### src/hw/ppt_pkg.sv
// Package: register map, field layouts and timing of the port timers
// Function
// - Stale timer runs only while the FIFO receives, never on transmit.
// - Each received character reloads countdown from period and starts ticking.
// - Countdown reaching zero sets the stale flag in FIFO status.
// - Stale with a whole word available requests DMA of remaining words.
// - After stale DMA finishes, a single leftover byte raises a host interrupt.
// - Device reset or FIFO reset clears the countdown to zero.
// - Clearing the countdown makes the stale flag true.
// - Period register cleared by device reset only, kept on FIFO reset.
// - Tick is clock divided by 250 then by ten: 0.1 ms at 25 MHz.
// - Divide-by-ten prescaler restarts whenever the countdown reloads.
// - EPP address write stores the byte; EPP address read returns it.
// - Host wait limit resets to all ones.
// - Host timer is a 14-bit up-counter on clock divided by 2048.
// - Each host-awaiting event restarts the counter from zero; counts until answered.
// - Upper eight counter bits equal to limit means host timeout.
// - Timeout raises negotiation change interrupt and reports 0x22 as result.
// - After timeout, control stays locked until link returns to compatibility idle.
// - Both host timer test bits set suppress every host timeout.
// - Pin view: bit3 active, bit2 init low, bit1 busy, bit0 strobe; rest zero.
// - FIFO timeout flag sets on each false-to-true stale transition.
package ppt_pkg;
   // -----------------------------------------------------------
   // Register byte addresses (index times four)
   // -----------------------------------------------------------
   localparam logic [7:0] IDX_HOST_WAIT_LIMIT = 8'h24;
   localparam logic [7:0] IDX_ADDR_LATCH      = 8'h25;
   localparam logic [7:0] IDX_STALE_PERIOD    = 8'h3C;
   localparam logic [7:0] IDX_STALE_COUNT     = 8'h3D;
   localparam logic [7:0] IDX_PIN_VIEW        = 8'h40;
   localparam logic [7:0] IDX_FIFO_STATUS     = 8'h41;
   localparam logic [7:0] IDX_NEG_RESULT      = 8'h42;
   localparam logic [7:0] IDX_PORT_CONTROL    = 8'h43;
   localparam logic [9:0] ADDR_HOST_WAIT_LIMIT = {IDX_HOST_WAIT_LIMIT, 2'b00};
   localparam logic [9:0] ADDR_ADDR_LATCH      = {IDX_ADDR_LATCH, 2'b00};
   localparam logic [9:0] ADDR_STALE_PERIOD    = {IDX_STALE_PERIOD, 2'b00};
   localparam logic [9:0] ADDR_STALE_COUNT     = {IDX_STALE_COUNT, 2'b00};
   localparam logic [9:0] ADDR_PIN_VIEW        = {IDX_PIN_VIEW, 2'b00};
   localparam logic [9:0] ADDR_FIFO_STATUS     = {IDX_FIFO_STATUS, 2'b00};
   localparam logic [9:0] ADDR_NEG_RESULT      = {IDX_NEG_RESULT, 2'b00};
   localparam logic [9:0] ADDR_PORT_CONTROL    = {IDX_PORT_CONTROL, 2'b00};
   // -----------------------------------------------------------
   // Reset values and fields
   // -----------------------------------------------------------
   localparam logic [7:0] RST_HOST_WAIT_LIMIT = 8'hFF;
   localparam logic [7:0] RST_ZERO            = 8'h00;
   localparam logic [7:0] NEG_HOST_TIMEOUT    = 8'h22;
   localparam int         FST_TIMEOUT_BIT     = 5;
   localparam int         FST_STALE_BIT       = 2;
   localparam int         FST_ONECHAR_BIT     = 1;
   localparam int         PCR_TEST_LO         = 2;
   localparam int         PCR_TEST_HI         = 3;
   localparam int         PCR_CLEAR_TO_BIT    = 0;
   // -----------------------------------------------------------
   // Timing
   // -----------------------------------------------------------
   localparam int CLK_HZ           = 25_000_000;
   localparam int STALE_DIV        = 250;
   localparam int STALE_PRESCALE   = 10;
   localparam int HOST_DIV         = 2048;
   localparam int HOST_CNT_W       = 14;
   localparam logic [7:0] STALE_DIV_LAST = 8'(STALE_DIV - 1);
   localparam logic [3:0] STALE_PRE_LAST = 4'(STALE_PRESCALE - 1);
   localparam logic [10:0] HOST_DIV_LAST = 11'(HOST_DIV - 1);
   // -----------------------------------------------------------
   // Types
   // -----------------------------------------------------------
   typedef enum logic [1:0] {
      PPT_IDLE   = 2'b00,
      PPT_WAIT   = 2'b01,
      PPT_LOCKED = 2'b11
   } ppt_host_state_t;
   typedef struct packed {
      logic ieee_active_input;
      logic init_input_low;
      logic host_busy_input;
      logic host_strobe_input;
   } ppt_pins_t;
endpackage

### src/hw/ppt_timers.sv
// Module: stale-data timer, host timeout timer, EPP address, pin view
//
// Added by the designer: the AXI4-Lite interface to the registers.
`timescale 1ns/1ps
module ppt_timers
   import ppt_pkg::*;
(
   // Clock and reset
   input  wire logic        clk_in,
   input  wire logic        reset_in,
   // AXI4-Lite slave
   input  wire logic [9:0]  s_axi_awaddr_in,
   input  wire logic        s_axi_awvalid_in,
   output logic             s_axi_awready_out,
   input  wire logic [31:0] s_axi_wdata_in,
   input  wire logic [3:0]  s_axi_wstrb_in,
   input  wire logic        s_axi_wvalid_in,
   output logic             s_axi_wready_out,
   output logic [1:0]       s_axi_bresp_out,
   output logic             s_axi_bvalid_out,
   input  wire logic        s_axi_bready_in,
   input  wire logic [9:0]  s_axi_araddr_in,
   input  wire logic        s_axi_arvalid_in,
   output logic             s_axi_arready_out,
   output logic [31:0]      s_axi_rdata_out,
   output logic [1:0]       s_axi_rresp_out,
   output logic             s_axi_rvalid_out,
   input  wire logic        s_axi_rready_in,
   // FIFO side events (same clock)
   input  wire logic        fifo_reset_in,
   input  wire logic        fifo_receive_in,
   input  wire logic        rx_char_write_in,
   input  wire logic        word_available_in,
   input  wire logic        odd_byte_left_in,
   input  wire logic        dma_done_in,
   // Port state machine side (same clock)
   input  wire logic        host_wait_start_in,
   input  wire logic        host_event_in,
   input  wire logic        epp_mode_in,
   input  wire logic        epp_addr_write_in,
   input  wire logic [7:0]  epp_addr_data_in,
   // Handshake pins (asynchronous)
   input  wire ppt_pins_t   pins_in,
   // Outputs
   output logic             stale_dma_req_out,
   output logic             one_char_irq_out,
   output logic             neg_change_irq_out,
   output logic             host_timeout_out,
   output logic             control_locked_out,
   output logic [7:0]       epp_addr_read_out
);
   // -----------------------------------------------------------
   // Registers
   // -----------------------------------------------------------
   logic [7:0]      host_wait_limit;
   logic [7:0]      parallel_address_latch;
   logic [7:0]      stale_period_value;
   logic [7:0]      stale_countdown;
   logic [7:0]      negotiation_result_reg;
   logic [7:0]      port_control_reg;
   logic            stale_flag;
   logic            fifo_timeout_flag;
   logic            one_char_flag;
   logic            dma_pending;
   logic [7:0]      div250;
   logic [3:0]      pre10;
   logic [10:0]     div2048;
   logic [HOST_CNT_W-1:0] host_count;
   ppt_host_state_t host_state;
   logic [3:0]      pin_s1, pin_s2, pin_s3, pin_view;

   // -----------------------------------------------------------
   // Bus decode
   // -----------------------------------------------------------
   logic       wr_fire, rd_fire, clr_to_req;
   logic [7:0] wbyte;
   logic [7:0] rd_byte;
   logic       rd_hit;
   logic [7:0] fifo_status;
   assign wr_fire = s_axi_awvalid_in && s_axi_wvalid_in && !s_axi_bvalid_out
                    && !s_axi_awready_out;
   assign rd_fire = s_axi_arvalid_in && !s_axi_rvalid_out
                    && !s_axi_arready_out;
   assign wbyte   = s_axi_wdata_in[7:0];
   wire wr_en     = wr_fire && s_axi_wstrb_in[0];
   wire wr_limit  = wr_en && s_axi_awaddr_in == ADDR_HOST_WAIT_LIMIT;
   wire wr_latch  = wr_en && s_axi_awaddr_in == ADDR_ADDR_LATCH;
   wire wr_period = wr_en && s_axi_awaddr_in == ADDR_STALE_PERIOD;
   wire wr_count  = wr_en && s_axi_awaddr_in == ADDR_STALE_COUNT;
   wire wr_pcr    = wr_en && s_axi_awaddr_in == ADDR_PORT_CONTROL;
   wire wr_neg    = wr_en && s_axi_awaddr_in == ADDR_NEG_RESULT;
   assign clr_to_req = wr_pcr && wbyte[PCR_CLEAR_TO_BIT];
   assign fifo_status = {2'b00, fifo_timeout_flag, 2'b00, stale_flag,
                         one_char_flag, 1'b0};
   assign rd_hit = s_axi_araddr_in == ADDR_HOST_WAIT_LIMIT
                || s_axi_araddr_in == ADDR_ADDR_LATCH
                || s_axi_araddr_in == ADDR_STALE_PERIOD
                || s_axi_araddr_in == ADDR_STALE_COUNT
                || s_axi_araddr_in == ADDR_PIN_VIEW
                || s_axi_araddr_in == ADDR_FIFO_STATUS
                || s_axi_araddr_in == ADDR_NEG_RESULT
                || s_axi_araddr_in == ADDR_PORT_CONTROL;
   assign rd_byte =
      (s_axi_araddr_in == ADDR_HOST_WAIT_LIMIT) ? host_wait_limit :
      (s_axi_araddr_in == ADDR_ADDR_LATCH)      ? parallel_address_latch :
      (s_axi_araddr_in == ADDR_STALE_PERIOD)    ? stale_period_value :
      (s_axi_araddr_in == ADDR_STALE_COUNT)     ? stale_countdown :
      (s_axi_araddr_in == ADDR_PIN_VIEW)        ? {4'h0, pin_view} :
      (s_axi_araddr_in == ADDR_FIFO_STATUS)     ? fifo_status :
      (s_axi_araddr_in == ADDR_NEG_RESULT)      ? negotiation_result_reg :
      (s_axi_araddr_in == ADDR_PORT_CONTROL)    ? port_control_reg :
                                                  8'h00;
   wire wr_hit = s_axi_awaddr_in == ADDR_HOST_WAIT_LIMIT
              || s_axi_awaddr_in == ADDR_ADDR_LATCH
              || s_axi_awaddr_in == ADDR_STALE_PERIOD
              || s_axi_awaddr_in == ADDR_STALE_COUNT
              || s_axi_awaddr_in == ADDR_NEG_RESULT
              || s_axi_awaddr_in == ADDR_PORT_CONTROL
              || s_axi_awaddr_in == ADDR_PIN_VIEW
              || s_axi_awaddr_in == ADDR_FIFO_STATUS;

   // -----------------------------------------------------------
   // AXI handshake
   // -----------------------------------------------------------
   always_ff @(posedge clk_in)
   begin
      if (reset_in)
      begin
         s_axi_awready_out <= 1'b0;
         s_axi_wready_out  <= 1'b0;
         s_axi_bvalid_out  <= 1'b0;
         s_axi_bresp_out   <= 2'b00;
         s_axi_arready_out <= 1'b0;
         s_axi_rvalid_out  <= 1'b0;
         s_axi_rresp_out   <= 2'b00;
         s_axi_rdata_out   <= 32'h0000_0000;
      end
      else
      begin
         s_axi_awready_out <= wr_fire;
         s_axi_wready_out  <= wr_fire;
         s_axi_arready_out <= rd_fire;
         if (wr_fire)
         begin
            s_axi_bvalid_out <= 1'b1;
            s_axi_bresp_out  <= wr_hit ? 2'b00 : 2'b10;
         end
         else if (s_axi_bready_in)
            s_axi_bvalid_out <= 1'b0;
         if (rd_fire)
         begin
            s_axi_rvalid_out <= 1'b1;
            s_axi_rdata_out  <= {24'h00_0000, rd_byte};
            s_axi_rresp_out  <= rd_hit ? 2'b00 : 2'b10;
         end
         else if (s_axi_rready_in)
            s_axi_rvalid_out <= 1'b0;
      end
   end

   // -----------------------------------------------------------
   // Pin synchroniser, three stages, accept on agreement
   // -----------------------------------------------------------
   always_ff @(posedge clk_in)
   begin
      pin_s1 <= pins_in;
      pin_s2 <= pin_s1;
      pin_s3 <= pin_s2;
      if (reset_in)
         pin_view <= 4'h0;
      else
         pin_view <= (pin_s2 & pin_s3) | (pin_view & (pin_s2 | pin_s3));
   end

   // -----------------------------------------------------------
   // Stale-data timer
   // -----------------------------------------------------------
   wire reload    = fifo_receive_in && rx_char_write_in;
   wire div_tick  = div250 == STALE_DIV_LAST;
   wire stale_tick = div_tick && pre10 == STALE_PRE_LAST;
   wire count_dec = fifo_receive_in && stale_tick
                    && stale_countdown != 8'h00;
   wire next_zero = fifo_reset_in || (wr_count && wbyte == 8'h00)
                    || (count_dec && !wr_count
                        && stale_countdown == 8'h01);
   // FIFO reset clears the count, so stale must follow it
   wire next_stale = fifo_reset_in ? 1'b1 :
                     reload ? (stale_period_value == 8'h00) :
                     (next_zero ? 1'b1 :
                      (wr_count ? 1'b0 : stale_flag));
   wire stale_rise = next_stale && !stale_flag;

   always_ff @(posedge clk_in)
   begin
      if (reset_in || reload)
      begin
         div250 <= 8'h00;
         pre10  <= 4'h0;
      end
      else
      begin
         div250 <= div_tick ? 8'h00 : div250 + 8'h01;
         if (div_tick)
            pre10 <= (pre10 == STALE_PRE_LAST) ? 4'h0 : pre10 + 4'h1;
      end
   end

   always_ff @(posedge clk_in)
   begin
      if (reset_in)
         stale_period_value <= RST_ZERO;
      else if (wr_period)
         stale_period_value <= wbyte;
   end

   always_ff @(posedge clk_in)
   begin
      if (reset_in || fifo_reset_in)
         stale_countdown <= RST_ZERO;
      else if (reload)
         stale_countdown <= stale_period_value;
      else if (wr_count)
         stale_countdown <= wbyte;
      else if (count_dec)
         stale_countdown <= stale_countdown - 8'h01;
   end

   always_ff @(posedge clk_in)
   begin
      if (reset_in)
      begin
         stale_flag        <= 1'b1;
         fifo_timeout_flag <= 1'b0;
         dma_pending       <= 1'b0;
         one_char_flag     <= 1'b0;
         stale_dma_req_out <= 1'b0;
         one_char_irq_out  <= 1'b0;
      end
      else
      begin
         stale_flag <= next_stale;
         if (stale_rise)
            fifo_timeout_flag <= 1'b1;
         else if (clr_to_req || fifo_reset_in)
            fifo_timeout_flag <= 1'b0;
         if (stale_rise && fifo_receive_in && word_available_in)
            dma_pending <= 1'b1;
         else if (dma_done_in || reload || fifo_reset_in)
            dma_pending <= 1'b0;
         stale_dma_req_out <= dma_pending && word_available_in;
         if (stale_flag && fifo_receive_in && odd_byte_left_in
             && !word_available_in && (dma_done_in || !dma_pending))
            one_char_flag <= 1'b1;
         else if (reload || fifo_reset_in || !odd_byte_left_in)
            one_char_flag <= 1'b0;
         one_char_irq_out <= one_char_flag;
      end
   end

   // -----------------------------------------------------------
   // EPP address latch
   // -----------------------------------------------------------
   always_ff @(posedge clk_in)
   begin
      if (reset_in)
         parallel_address_latch <= RST_ZERO;
      else if (epp_mode_in && epp_addr_write_in)
         parallel_address_latch <= epp_addr_data_in;
      else if (wr_latch)
         parallel_address_latch <= wbyte;
      if (reset_in)
         epp_addr_read_out <= RST_ZERO;
      else
         epp_addr_read_out <= parallel_address_latch;
   end

   // -----------------------------------------------------------
   // Host timeout timer
   // -----------------------------------------------------------
   wire host_div_tick = div2048 == HOST_DIV_LAST;
   wire timers_off = port_control_reg[PCR_TEST_HI]
                     && port_control_reg[PCR_TEST_LO];
   wire host_match = host_state == PPT_WAIT && !timers_off
                     && host_count[HOST_CNT_W-1 -: 8] == host_wait_limit;
   wire link_idle = pin_view[2] && !pin_view[3];

   always_ff @(posedge clk_in)
   begin
      if (reset_in)
      begin
         host_wait_limit <= RST_HOST_WAIT_LIMIT;
         port_control_reg <= RST_ZERO;
      end
      else
      begin
         if (wr_limit)
            host_wait_limit <= wbyte;
         if (wr_pcr)
            port_control_reg <= wbyte & 8'hFE;
      end
   end

   always_ff @(posedge clk_in)
   begin
      if (reset_in || host_wait_start_in)
      begin
         div2048    <= 11'h000;
         host_count <= 14'h0000;
      end
      else if (host_state == PPT_WAIT)
      begin
         div2048 <= div2048 + 11'h001;
         if (host_div_tick)
            host_count <= host_count + 14'h0001;
      end
   end

   always_ff @(posedge clk_in)
   begin
      if (reset_in)
      begin
         host_state             <= PPT_IDLE;
         negotiation_result_reg <= RST_ZERO;
         neg_change_irq_out     <= 1'b0;
         host_timeout_out       <= 1'b0;
         control_locked_out     <= 1'b0;
      end
      else
      begin
         neg_change_irq_out <= host_match;
         host_timeout_out   <= host_match;
         if (host_match)
            negotiation_result_reg <= NEG_HOST_TIMEOUT;
         else if (wr_neg)
            negotiation_result_reg <= wbyte;
         unique case (host_state)
            PPT_IDLE:
               if (host_wait_start_in)
                  host_state <= PPT_WAIT;
            PPT_WAIT:
               if (host_match)
                  host_state <= PPT_LOCKED;
               else if (host_event_in && !host_wait_start_in)
                  host_state <= PPT_IDLE;
            PPT_LOCKED:
               if (link_idle)
                  host_state <= PPT_IDLE;
            default:
               host_state <= PPT_IDLE;
         endcase
         control_locked_out <= (host_state == PPT_LOCKED && !link_idle)
                               || host_match;
      end
   end

   // -----------------------------------------------------------
   // Assertions
   // -----------------------------------------------------------
   property p_count_zero_after_fifo_reset;
      @(posedge clk_in) disable iff (reset_in)
      fifo_reset_in |=> stale_countdown == 8'h00 && stale_flag;
   endproperty
   a_count_zero_after_fifo_reset: assert property (p_count_zero_after_fifo_reset)
      else $error("Countdown not cleared by FIFO reset");

   property p_reload;
      @(posedge clk_in) disable iff (reset_in)
      reload && !fifo_reset_in |=> stale_countdown == $past(stale_period_value)
                                   && pre10 == 4'h0;
   endproperty
   a_reload: assert property (p_reload)
      else $error("Countdown did not reload from period");

   property p_hold_zero;
      @(posedge clk_in) disable iff (reset_in)
      stale_countdown == 8'h00 && !reload && !wr_count |=>
         stale_countdown == 8'h00;
   endproperty
   a_hold_zero: assert property (p_hold_zero)
      else $error("Countdown left zero without reload");

   property p_period_kept;
      @(posedge clk_in) disable iff (reset_in)
      fifo_reset_in && !wr_period |=> $stable(stale_period_value);
   endproperty
   a_period_kept: assert property (p_period_kept)
      else $error("Period changed by FIFO reset");

   property p_no_tx_count;
      @(posedge clk_in) disable iff (reset_in)
      !fifo_receive_in && !wr_count && !fifo_reset_in |=>
         $stable(stale_countdown);
   endproperty
   a_no_tx_count: assert property (p_no_tx_count)
      else $error("Stale timer moved outside receive");

   property p_timeout_result;
      @(posedge clk_in) disable iff (reset_in)
      host_match |=> negotiation_result_reg == 8'h22 && neg_change_irq_out
                     && host_state == PPT_LOCKED;
   endproperty
   a_timeout_result: assert property (p_timeout_result)
      else $error("Host timeout not reported");

   property p_test_bits;
      @(posedge clk_in) disable iff (reset_in)
      timers_off |=> !host_timeout_out;
   endproperty
   a_test_bits: assert property (p_test_bits)
      else $error("Timeout while timer disabled");

   property p_timeout_flag;
      @(posedge clk_in) disable iff (reset_in)
      !stale_flag ##1 stale_flag |-> fifo_timeout_flag;
   endproperty
   a_timeout_flag: assert property (p_timeout_flag)
      else $error("Timeout flag missed stale rise");

   property p_pin_view_high_zero;
      @(posedge clk_in) disable iff (reset_in)
      rd_fire |=> s_axi_rdata_out[31:8] == 24'h00_0000;
   endproperty
   a_pin_view_high_zero: assert property (p_pin_view_high_zero)
      else $error("Upper read bits not zero");
endmodule

### config.mk
export PLATFORM = sky130hd
export DESIGN_NAME = ppt_timers
export DESIGN_NICKNAME = d
export VERILOG_FILES = /design/src/hw/ppt_pkg.sv /design/src/hw/ppt_timers.sv
export SDC_FILE = /design/constraint.sdc
export NUM_CORES = 1
export LEC_CHECK = 0
export ABC_AREA = 1
export BUFFER_PORTS_ARGS = -buffer_cell sky130_fd_sc_hd__buf_2
export CAP_MARGIN = 20
export CELL_PAD_IN_SITES_DETAIL_PLACEMENT = 0
export CELL_PAD_IN_SITES_GLOBAL_PLACEMENT = 1
export CORE_ASPECT_RATIO = 0.8
export CORE_MARGIN = 2
export CORE_UTILIZATION = 39
export DETAILED_ROUTE_END_ITERATION = 8
export GPL_TIMING_DRIVEN = 0
export HOLD_SLACK_MARGIN = 0.15
export PLACE_DENSITY = 0.85
export SLEW_MARGIN = 20
export SYNTH_ARGS = -nofsm -noshare
export SYNTH_HDL_FRONTEND = slang
export SYNTH_SLANG_ARGS = --single-unit
### constraint.sdc
create_clock -name clk_in -period 1.8 [get_ports clk_in]
set_clock_uncertainty 0.05 [all_clocks]
set_input_delay 0.09 -clock clk_in [delete_from_list [all_inputs] [get_ports clk_in]]
set_output_delay 0.09 -clock clk_in [all_outputs]
set_load 0.03 [all_outputs]
=== Yosys cells after proc, flatten, opt, wreduce, memory -nomap -nowiden ===
Index checks and enable logic that the tools add are counted.

* Add/sub/neg operators: 5
* Equality and inequality tests: 26
* Bitwise gates (word level): 4
* Muxes and demuxes: 37
* Reductions and logical operators: 90

{| class="wikitable"
|+ Operators with widths
! kind !! number
|-
| $mux W8 || 13
|-
| $eq A10 B8 Y1 const B || 8
|-
| $eq A10 B9 Y1 const B || 8
|-
| $logic_and A1 B1 Y1 || 35
|-
| $logic_or A1 B1 Y1 || 26
|-
| $logic_not A8 Y1 || 2
|-
| $add A14 B1 Y14 const B || 1
|-
| $mux W1 || 14
|-
| $reduce_bool A2 Y1 || 7
|-
| $logic_not A1 Y1 || 13
|-
| $mux W2 || 6
|-
| $mux W6 || 2
|-
| $add A11 B1 Y11 const B || 1
|-
| $eq A11 B11 Y1 const B || 1
|-
| $add A8 B1 Y8 const B || 1
|-
| $and A4 B4 Y4 || 2
|-
| $eq A8 B1 Y1 const B || 1
|-
| $eq A8 B8 Y1 || 1
|-
| $eq A8 B8 Y1 const B || 1
|-
| $or A4 B4 Y4 || 2
|-
| $reduce_bool A8 Y1 || 1
|-
| $sub A8 B1 Y8 const B || 1
|-
| $pmux W2 S3 || 1
|-
| $add A4 B1 Y4 const B || 1
|-
| other kinds (11) || 13
|}

* Register bits after elaboration: 134
* Output and inout bits: 54
* Word-level logic and storage cells: 194
* Input bits: 85

=== Longest topological paths before layout ===
Gate-level depths: netlist (run 1).

* Depth after elaboration: 16
* Gate-level depth with buffers: 12
* Depth with buffers taken out: 12

=== Worst setup path after synthesis (run 1) ===
OpenSTA, ideal clock, no wires.

* Kind: flip-flop to flip-flop
* Start: reg, netlist name s_axi_wready_out
* End: reg stale_countdown[0]
* Required time: 1.628 ns
* Path buffers: 0
* Setup slack: 0.175 ns
* Library setup time: 0.122 ns
* Arrival: 1.452 ns
* Period minus slack after synthesis: 1.625 ns
* Cell stages (with the launch flop): 8
* Cells stage by stage: dfxtp_1 -> inv_1 -> nand4_4 -> nor2_4 -> nor3_4 -> inv_2 -> o211ai_1 -> a21oi_1

{| class="wikitable"
|+ RTL lines
! what !! line !! RTL
|-
| end signal, assigned || ppt_timers.sv:221 || <nowiki>stale_countdown <= stale_period_value;</nowiki>
|-
| end signal, assigned || ppt_timers.sv:223 || <nowiki>stale_countdown <= wbyte;</nowiki>
|-
| end signal, assigned || ppt_timers.sv:225 || <nowiki>stale_countdown <= stale_countdown - 8'h01;</nowiki>
|-
| end, declared || ppt_timers.sv:58 || <nowiki>logic [7:0] stale_countdown;</nowiki>
|}

=== Worst setup path after layout (run 1) ===
* Start: reg div2048[0]
* End: reg host_count[11]

* Word-level cells in the longest chain between the ends: 2

{| class="wikitable"
|+ RTL lines
! what !! line !! RTL
|-
| start, declared || ppt_timers.sv:67 || <nowiki>logic [10:0] div2048;</nowiki>
|-
| start signal, assigned || ppt_timers.sv:312 || <nowiki>div2048 <= div2048 + 11'h001;</nowiki>
|-
| $eq A11 B11 Y1 || ppt_timers.sv:280 || <nowiki>wire host_div_tick = div2048 == HOST_DIV_LAST;</nowiki>
|-
| $reduce_and A2 Y1 (no source line) || n/a ||
|-
| end signal, assigned || ppt_timers.sv:314 || <nowiki>host_count <= host_count + 14'h0001;</nowiki>
|-
| end, declared || ppt_timers.sv:68 || <nowiki>logic [HOST_CNT_W-1:0] host_count;</nowiki>
|}

Every way passes these cells.
A chain may end at the register's enable or synchronous reset.

==> summary.txt, run 1 <==
Outcome: completed
Part of the power in registers: 41.8%
Dpl cell area: 7410 um^2
Most flops, register: host_count
Fin util: 52.50%
CP Max Fanout: 5
Max Clk Rate: 0.5844 GHz
CTS max path bufs: 2
Number of flip-flops in the largest register: 14
Most frequent cell after synthesis: nand2_1
Pin count of the biggest net entering global routing: 17
Post-synthesis sequential area ratio: 39.89%
Synth area leader: dfxtp_1
Worst-margin pin slew: 0.7169 ns
Die Width: 149.7 um
Setup crit start kind: register
Congestion Overflow GR: 0
Number of synthesized flops with an enable pin: 0
Cts bufs inserted: 17
Top post-synthesis cells by area: dfxtp_1 40%, nand2_1 7.9%, inv_1 6.1%
# rows: 42
Clk network pwr share: 47.4%
Sw Ratio: 28.01%
GPL Wtd Cong: 0.8591
Filler Cell Count: 1632
Routed wire length: 19470 um
Flop and latch count out of synthesis: 132
Cell count after synthesis: 903
H-tree depth: 4
Height of the chip: 120.6 um
Power Dens Cells: 836.6 nW/um^2
Root buf cell: clkbuf_16
1st-pass router iterations: 5
Vias in the first global route: 5690
Critical path data required time: 2.05 ns
RSZ-0062 raised after global routing: yes
Cell Area, Synth: 6625 um^2
Initial DRC count: 503
Post-route antenna net violation count: 0
Avg Inst Size Synth: 7.337 um^2
CTS tree: built
Yosys warns: 0
Int Pwr: 0.005251 W
Sink Count: 132
Synth Flop Type: dfxtp_1
Post-synth ARST share: 0%
Nets: 1181
Per-cell routed wire length: 14.71 um
Ratio of cells with drive above 1 in the final layout: 22.05%
Worst vdd ir: 690.6 uV
Psw: 0.002043 W
Fin area: 8718 um^2
Cell variety after synth: 55
Arrival time worst endpoint: 1.96 ns
Critical path class: reg2reg
Clock Pin Slew Worst Setup and Hold Paths: 0.06 ns
Via/cell ratio: 4.922
Rel. slew slack: 52.21%
CP Capture Type: register
Total power: 0.007294 W
Port Buffers: 83
Hold Path Class: in2reg
Core Box Area: 16610 um^2
Static leakage: 3.730 nW
DRC violations left: 0
Die area: 18050 um^2
Tmin final: 1.711 ns
Initial antenna violation count: 0
Combinational power share: 10.8%
Top cell type's share of synthesized area: 39.89%
Hold Vio Cnt, Final: 0
Top Registers: host_count: 14 flops, div2048: 11 flops
Via count: 6512
Setup-failing EPs final: 0
Area Growth Syn to Fin: 31.60%
Count of final max-slew check failures: 0
Ports: 139
First-pass GRT wire length: 30030 um
Fin crit share: 95.06%
Clk_lat worst skew: 0.43 ns
Dpl hpwl: 14120 um
Maximum Capacitance Violations: 0
Initial Utilization: 39.90%
Top cell types by occurrence after synthesis: 139 x nand2_1, 132 x dfxtp_1, 108 x inv_1, 96 x nor2_1, 68 x a21oi_1
Setup total negative slack: 0 ns
Gr usage total: 21.89%
-- cell type report --
type / count / area [um^2] / share of cell area, %
multi-input cells: 621 / 3416 / 39.18
flip-flops and latches: 132 / 2651 / 30.41
repair buffers: 142 / 1001 / 11.48
inverters: 130 / 490.5 / 5.626
clock buffers: 17 / 425.4 / 4.879
plain buffers: 45 / 290.3 / 3.330
well taps: 220 / 275.3 / 3.157
clock inverters: 15 / 166.4 / 1.909
diodes: 1 / 2.502 / 0.02870
-- per-layer routing --
layer	vias to the layer above	track usage (%)	wire length, um
li1	3323	-	-
met1	2938	32.48	9627
met2	221	31.05	8127
met3	30	5.434	1380
met4	0	6.663	331
met5	-	0	0
-- cell usage in the layout (no fill, tap or decap), drive strengths merged, types with 11 or more instances in the layout --
cell         Yosys  final
nand2          148    148
inv            127    135
dfxtp          132    132
buf             31    120
nor2           113    113
o21ai           70     70
a21oi           69     69
dlygate4sd3      0     52
nand3           45     45
clkbuf          14     32
nand4           31     31
conb             1     26
nor3            24     24
o211ai          13     13
a31oi           11     11
-- critical path, cell delays in order, from the launching register on --
cell     delay [ns]
dfxtp_4        0.36
ha_4           0.15
nand3_4        0.09
nor3_4         0.18
nand2_2        0.11
inv_4          0.11
nand4_4        0.10
nor2_4         0.15
inv_2          0.06
nor3_1         0.14
nor3_1         0.07
-- power by group through the flow --
stage / logic, W / registers (W) / clock network (W)
2_1_floorplan: 0.000431 / 0.00313 / 0
3_3_place_gp: 0.000679 / 0.00311 / 0
3_5_place_dp: 0.000682 / 0.00311 / 0
4_1_cts: 0.000768 / 0.00304 / 0.00350
5_1_grt: 0.000862 / 0.00305 / 0.00363
6_report: 0.000790 / 0.00305 / 0.00346
-- per-stage QoR --
stage               hold slack, ns  std cells  setup WS (ns)
finish                      0.1630       1323        0.08892
global route                0.1900       1322       -0.08667
CTS                         0.1548       1316       0.009988
detailed placement          0.1436       1231       -0.03721
global placement            0.1432       1231       -0.04763
floorplan                  0.06772        928         0.1755
-- kinds of logic after synthesis --
family	synth area share, %
simple gates	29.01
other cells	0.05660
xor+xnor	1.587
buf+inv	11.65
fa+ha+maj	1.322
compound gates	16.49
flops	39.89
-- worst paths after layout --
path	start	slack (ns)	cells past startpoint	to
worst max register to register	div2048[0]	0.09	10	host_count[11]
worst min-delay path	s_axi_awaddr_in[2]	0.16	5	negotiation_result_reg[0]
worst min register to register	pin_s1[2]	0.28	0	pin_s2[2]
worst max-delay path	div2048[0]	0.09	10	host_count[11]
-- timing repair --
item	CTS	global route
endpoints found under the hold margin	71	1
hold buffers	52	1
setup endpoints to repair	3	43
setup buffers	1	6
resized for setup	1	36
pin swaps	1	11
(Power assumes the default switching activity.)
==> run 2, diff against run 1 <==
--- a/config.mk
+++ b/config.mk
@@ -12,11 +12,12 @@
 export CELL_PAD_IN_SITES_GLOBAL_PLACEMENT = 1
 export CORE_ASPECT_RATIO = 0.8
 export CORE_MARGIN = 2
-export CORE_UTILIZATION = 39
+export CORE_UTILIZATION = 36
+export CTS_CLUSTER_SIZE = 10
 export DETAILED_ROUTE_END_ITERATION = 8
 export GPL_TIMING_DRIVEN = 0
 export HOLD_SLACK_MARGIN = 0.15
-export PLACE_DENSITY = 0.85
+export PLACE_DENSITY = 0.83
 export SLEW_MARGIN = 20
 export SYNTH_ARGS = -nofsm -noshare
 export SYNTH_HDL_FRONTEND = slang
==> constraint.sdc (replaced) <==
create_clock -name clk_in -period 1.4 [get_ports clk_in]
set_clock_uncertainty 0.05 [all_clocks]
set_input_delay 0.07 -clock clk_in [delete_from_list [all_inputs] [get_ports clk_in]]
set_output_delay 0.07 -clock clk_in [all_outputs]
set_load 0.03 [all_outputs]
==> summary.txt, run 2 (synthesis gave the netlist of run 1 again) <==
Initial antenna violation count: 0 (unchanged)
Initial DRC count: 534 (+6.2%)
Commonest non-fill, non-tap cell in the layout: nand2_1
Nets: 1234 (+4.5%)
First-pass GRT wire length: 31960 um (+6.4%)
Height of the chip: 125.3 um (+3.9%)
Port Buffers: 83 (unchanged)
Routed wire length: 20470 um (+5.2%)
Filler Cell Count: 1685 (+3.2%)
Pin count of the biggest net entering global routing: 17 (unchanged)
Outcome: finished, violations left
# rows: 44 (+4.8%)
H-tree depth: 4 (unchanged)
Congestion Overflow GR: 0 (unchanged)
Most frequent cells in the layout: 125 x nand2_1, 106 x dfxtp_1, 94 x inv_1
Area Growth Syn to Fin: 44.85%
Ports: 139 (unchanged)
Clock Pin Slew Worst Setup and Hold Paths: 0.07 ns (about the same)
GPL Wtd Cong: 0.9067 (+5.5%)
Ratio of cells with drive above 1 in the final layout: 33.68% (+12 points)
Maximum Capacitance Violations: 0 (unchanged)
DRC violations left: 0 (unchanged)
Initial Utilization: 36.58% (-3.3 points)
Setup crit start kind: register
Via/cell ratio: 4.908 (-0.30%)
Sink Count: 132 (unchanged)
Max Clk Rate: 0.6179 GHz (+5.7%)
CTS tree: built
Hold Path Class: in2reg
Vias in the first global route: 6209 (+9.1%)
Die area: 19510 um^2 (+8.1%)
Die Width: 155.7 um (+4.0%)
Critical path data required time: 1.63 ns (-0.42 ns)
Dpl hpwl: 14260 um (+1.1%)
Cts bufs inserted: 17 (unchanged)
Tmin final: 1.618 ns (-0.09258 ns)
Critical path class: reg2reg
Arrival time worst endpoint: 1.85 ns (-0.11 ns)
Ant. Diodes: 0 (-1)
Gr usage total: 20.68% (-1.2 points)
Top Registers: host_count: 14 flops, div2048: 11 flops
Via count: 6797 (+4.4%)
Setup WS post-layout: -0.2185 ns (-0.3074 ns)
Core Box Area: 18110 um^2 (+9.1%)
Count of final max-slew check failures: 0 (unchanged)
Setup-failing EPs final: 50 (+50)
Power Dens Cells: 1012 nW/um^2 (+21%)
Post-route antenna net violation count: 0 (unchanged)
CP Max Fanout: 6 (+1)
CP Capture Type: register
Pre-CTS setup slack: -0.3781 ns (-0.3409 ns)
CTS max path bufs: 2 (unchanged)
Hold Vio Cnt, Final: 0 (unchanged)
Worst vdd ir: 735.6 uV (+6.5%)
Hold Slack: 0.1745 ns (+0.01142 ns)
Most flops, register: host_count
Static leakage: 4.157 nW (+11%)
Worst-margin pin slew: 0.8329 ns (+0.1160 ns)
Violated checks: negative setup slack
Number of flip-flops in the largest register: 14 (unchanged)
RSZ-0062 raised after global routing: yes
Per-cell routed wire length: 14.78 um (+0.45%)
Fin crit share: 115.6% (+21 points)
Rel. slew slack: 44.47% (-7.7 points)
1st-pass router iterations: 5 (unchanged)
Root buf cell: clkbuf_16
Clk_lat worst skew: 0.42 ns (about the same)
## run 2: cell types whose count changed in the layout (fill, tap and decap cells not counted), sizes merged
cell,previous run,this run
bufinv,1,2
buf,120,179
inv,135,137
dlygate4sd3,52,48
clkbuf,32,30
clkinvlp,1,0
diode,1,0
clkinv,8,6
## run 2: worst max-delay path, stage by stage (launching register included)
cell and delay (ns):
dfxtp_4 0.38, inv_4 0.05, nand2_2 0.05, nand4_1 0.15
nor4_4 0.29, nand2_2 0.18, nand2_1 0.10, nand2_1 0.05
o21ai_1 0.12, nor2_1 0.05
## run 2: cell type report
cell class,count,area [um^2],share of cell area (%)
multi-input cells,621,3739,38.96
well taps,230,287.8,2.999
flip-flops and latches,132,2703,28.16
plain buffers,44,310.3,3.233
clock inverters,15,183.9,1.917
repair buffers,196,1430,14.90
inverters,130,518.0,5.398
clock buffers,17,425.4,4.433
## run 2: stage by stage
| step | area (um^2) | power [W] | instances | setup TNS (ns) | util (%) |
|---|---|---|---|---|---|
| 4_1_cts | 9135 | 0.009690 | 1362 | -6.159 | 50.44 |
| 6_report | 9597 | 0.009715 | 1385 | -5.744 | 52.98 |
| 3_5_place_dp | 7551 | 0.004902 | 1241 | -16.03 | 41.69 |
| 2_1_floorplan | 6848 | 0.004607 | 928 | -0.9394 | - |
| 3_3_place_gp | 7551 | 0.004894 | 1241 | -14.87 | 41.69 |
| 5_1_grt | 9597 | 0.01006 | 1385 | -12.25 | 52.98 |
## run 2: layer usage
metal / wire length, um / share of wire (%) / global-route usage [%] / vias to the layer above
met5: 0 / 0 / 0 / -
met3: 1500 / 7.3 / 5.511 / 28
met4: 284 / 1.4 / 4.803 / 0
li1: - / - / - / 3436
met1: 9731 / 48 / 29.50 / 3126
met2: 8954 / 44 / 31.21 / 207
## run 2: power breakdown
part | internal (W) | switching [W]
clock | 0.00271 | 0.00192
sequential | 0.00383 | 0.0000798
combinational | 0.000474 | 0.000691
## run 2: path summary, 6_finish.rpt
kind	start	end	slack, ns	cells past startpoint
min reg2reg	pin_s1[0]	pin_s2[0]	0.28	0
min	s_axi_awaddr_in[5]	s_axi_bresp_out[1]	0.17	4
max reg2reg	host_count[9]	host_state[0]	-0.22	9
max	host_count[9]	host_state[0]	-0.22	9
## run 2: timing repair
action,in CTS,in global routing
gates cloned,1,2
endpoints found under the hold margin,72,5
setup endpoints to repair,60,88
resized for setup,66,99
hold buffers,47,2
setup buffers,42,23
pin swaps,21,31
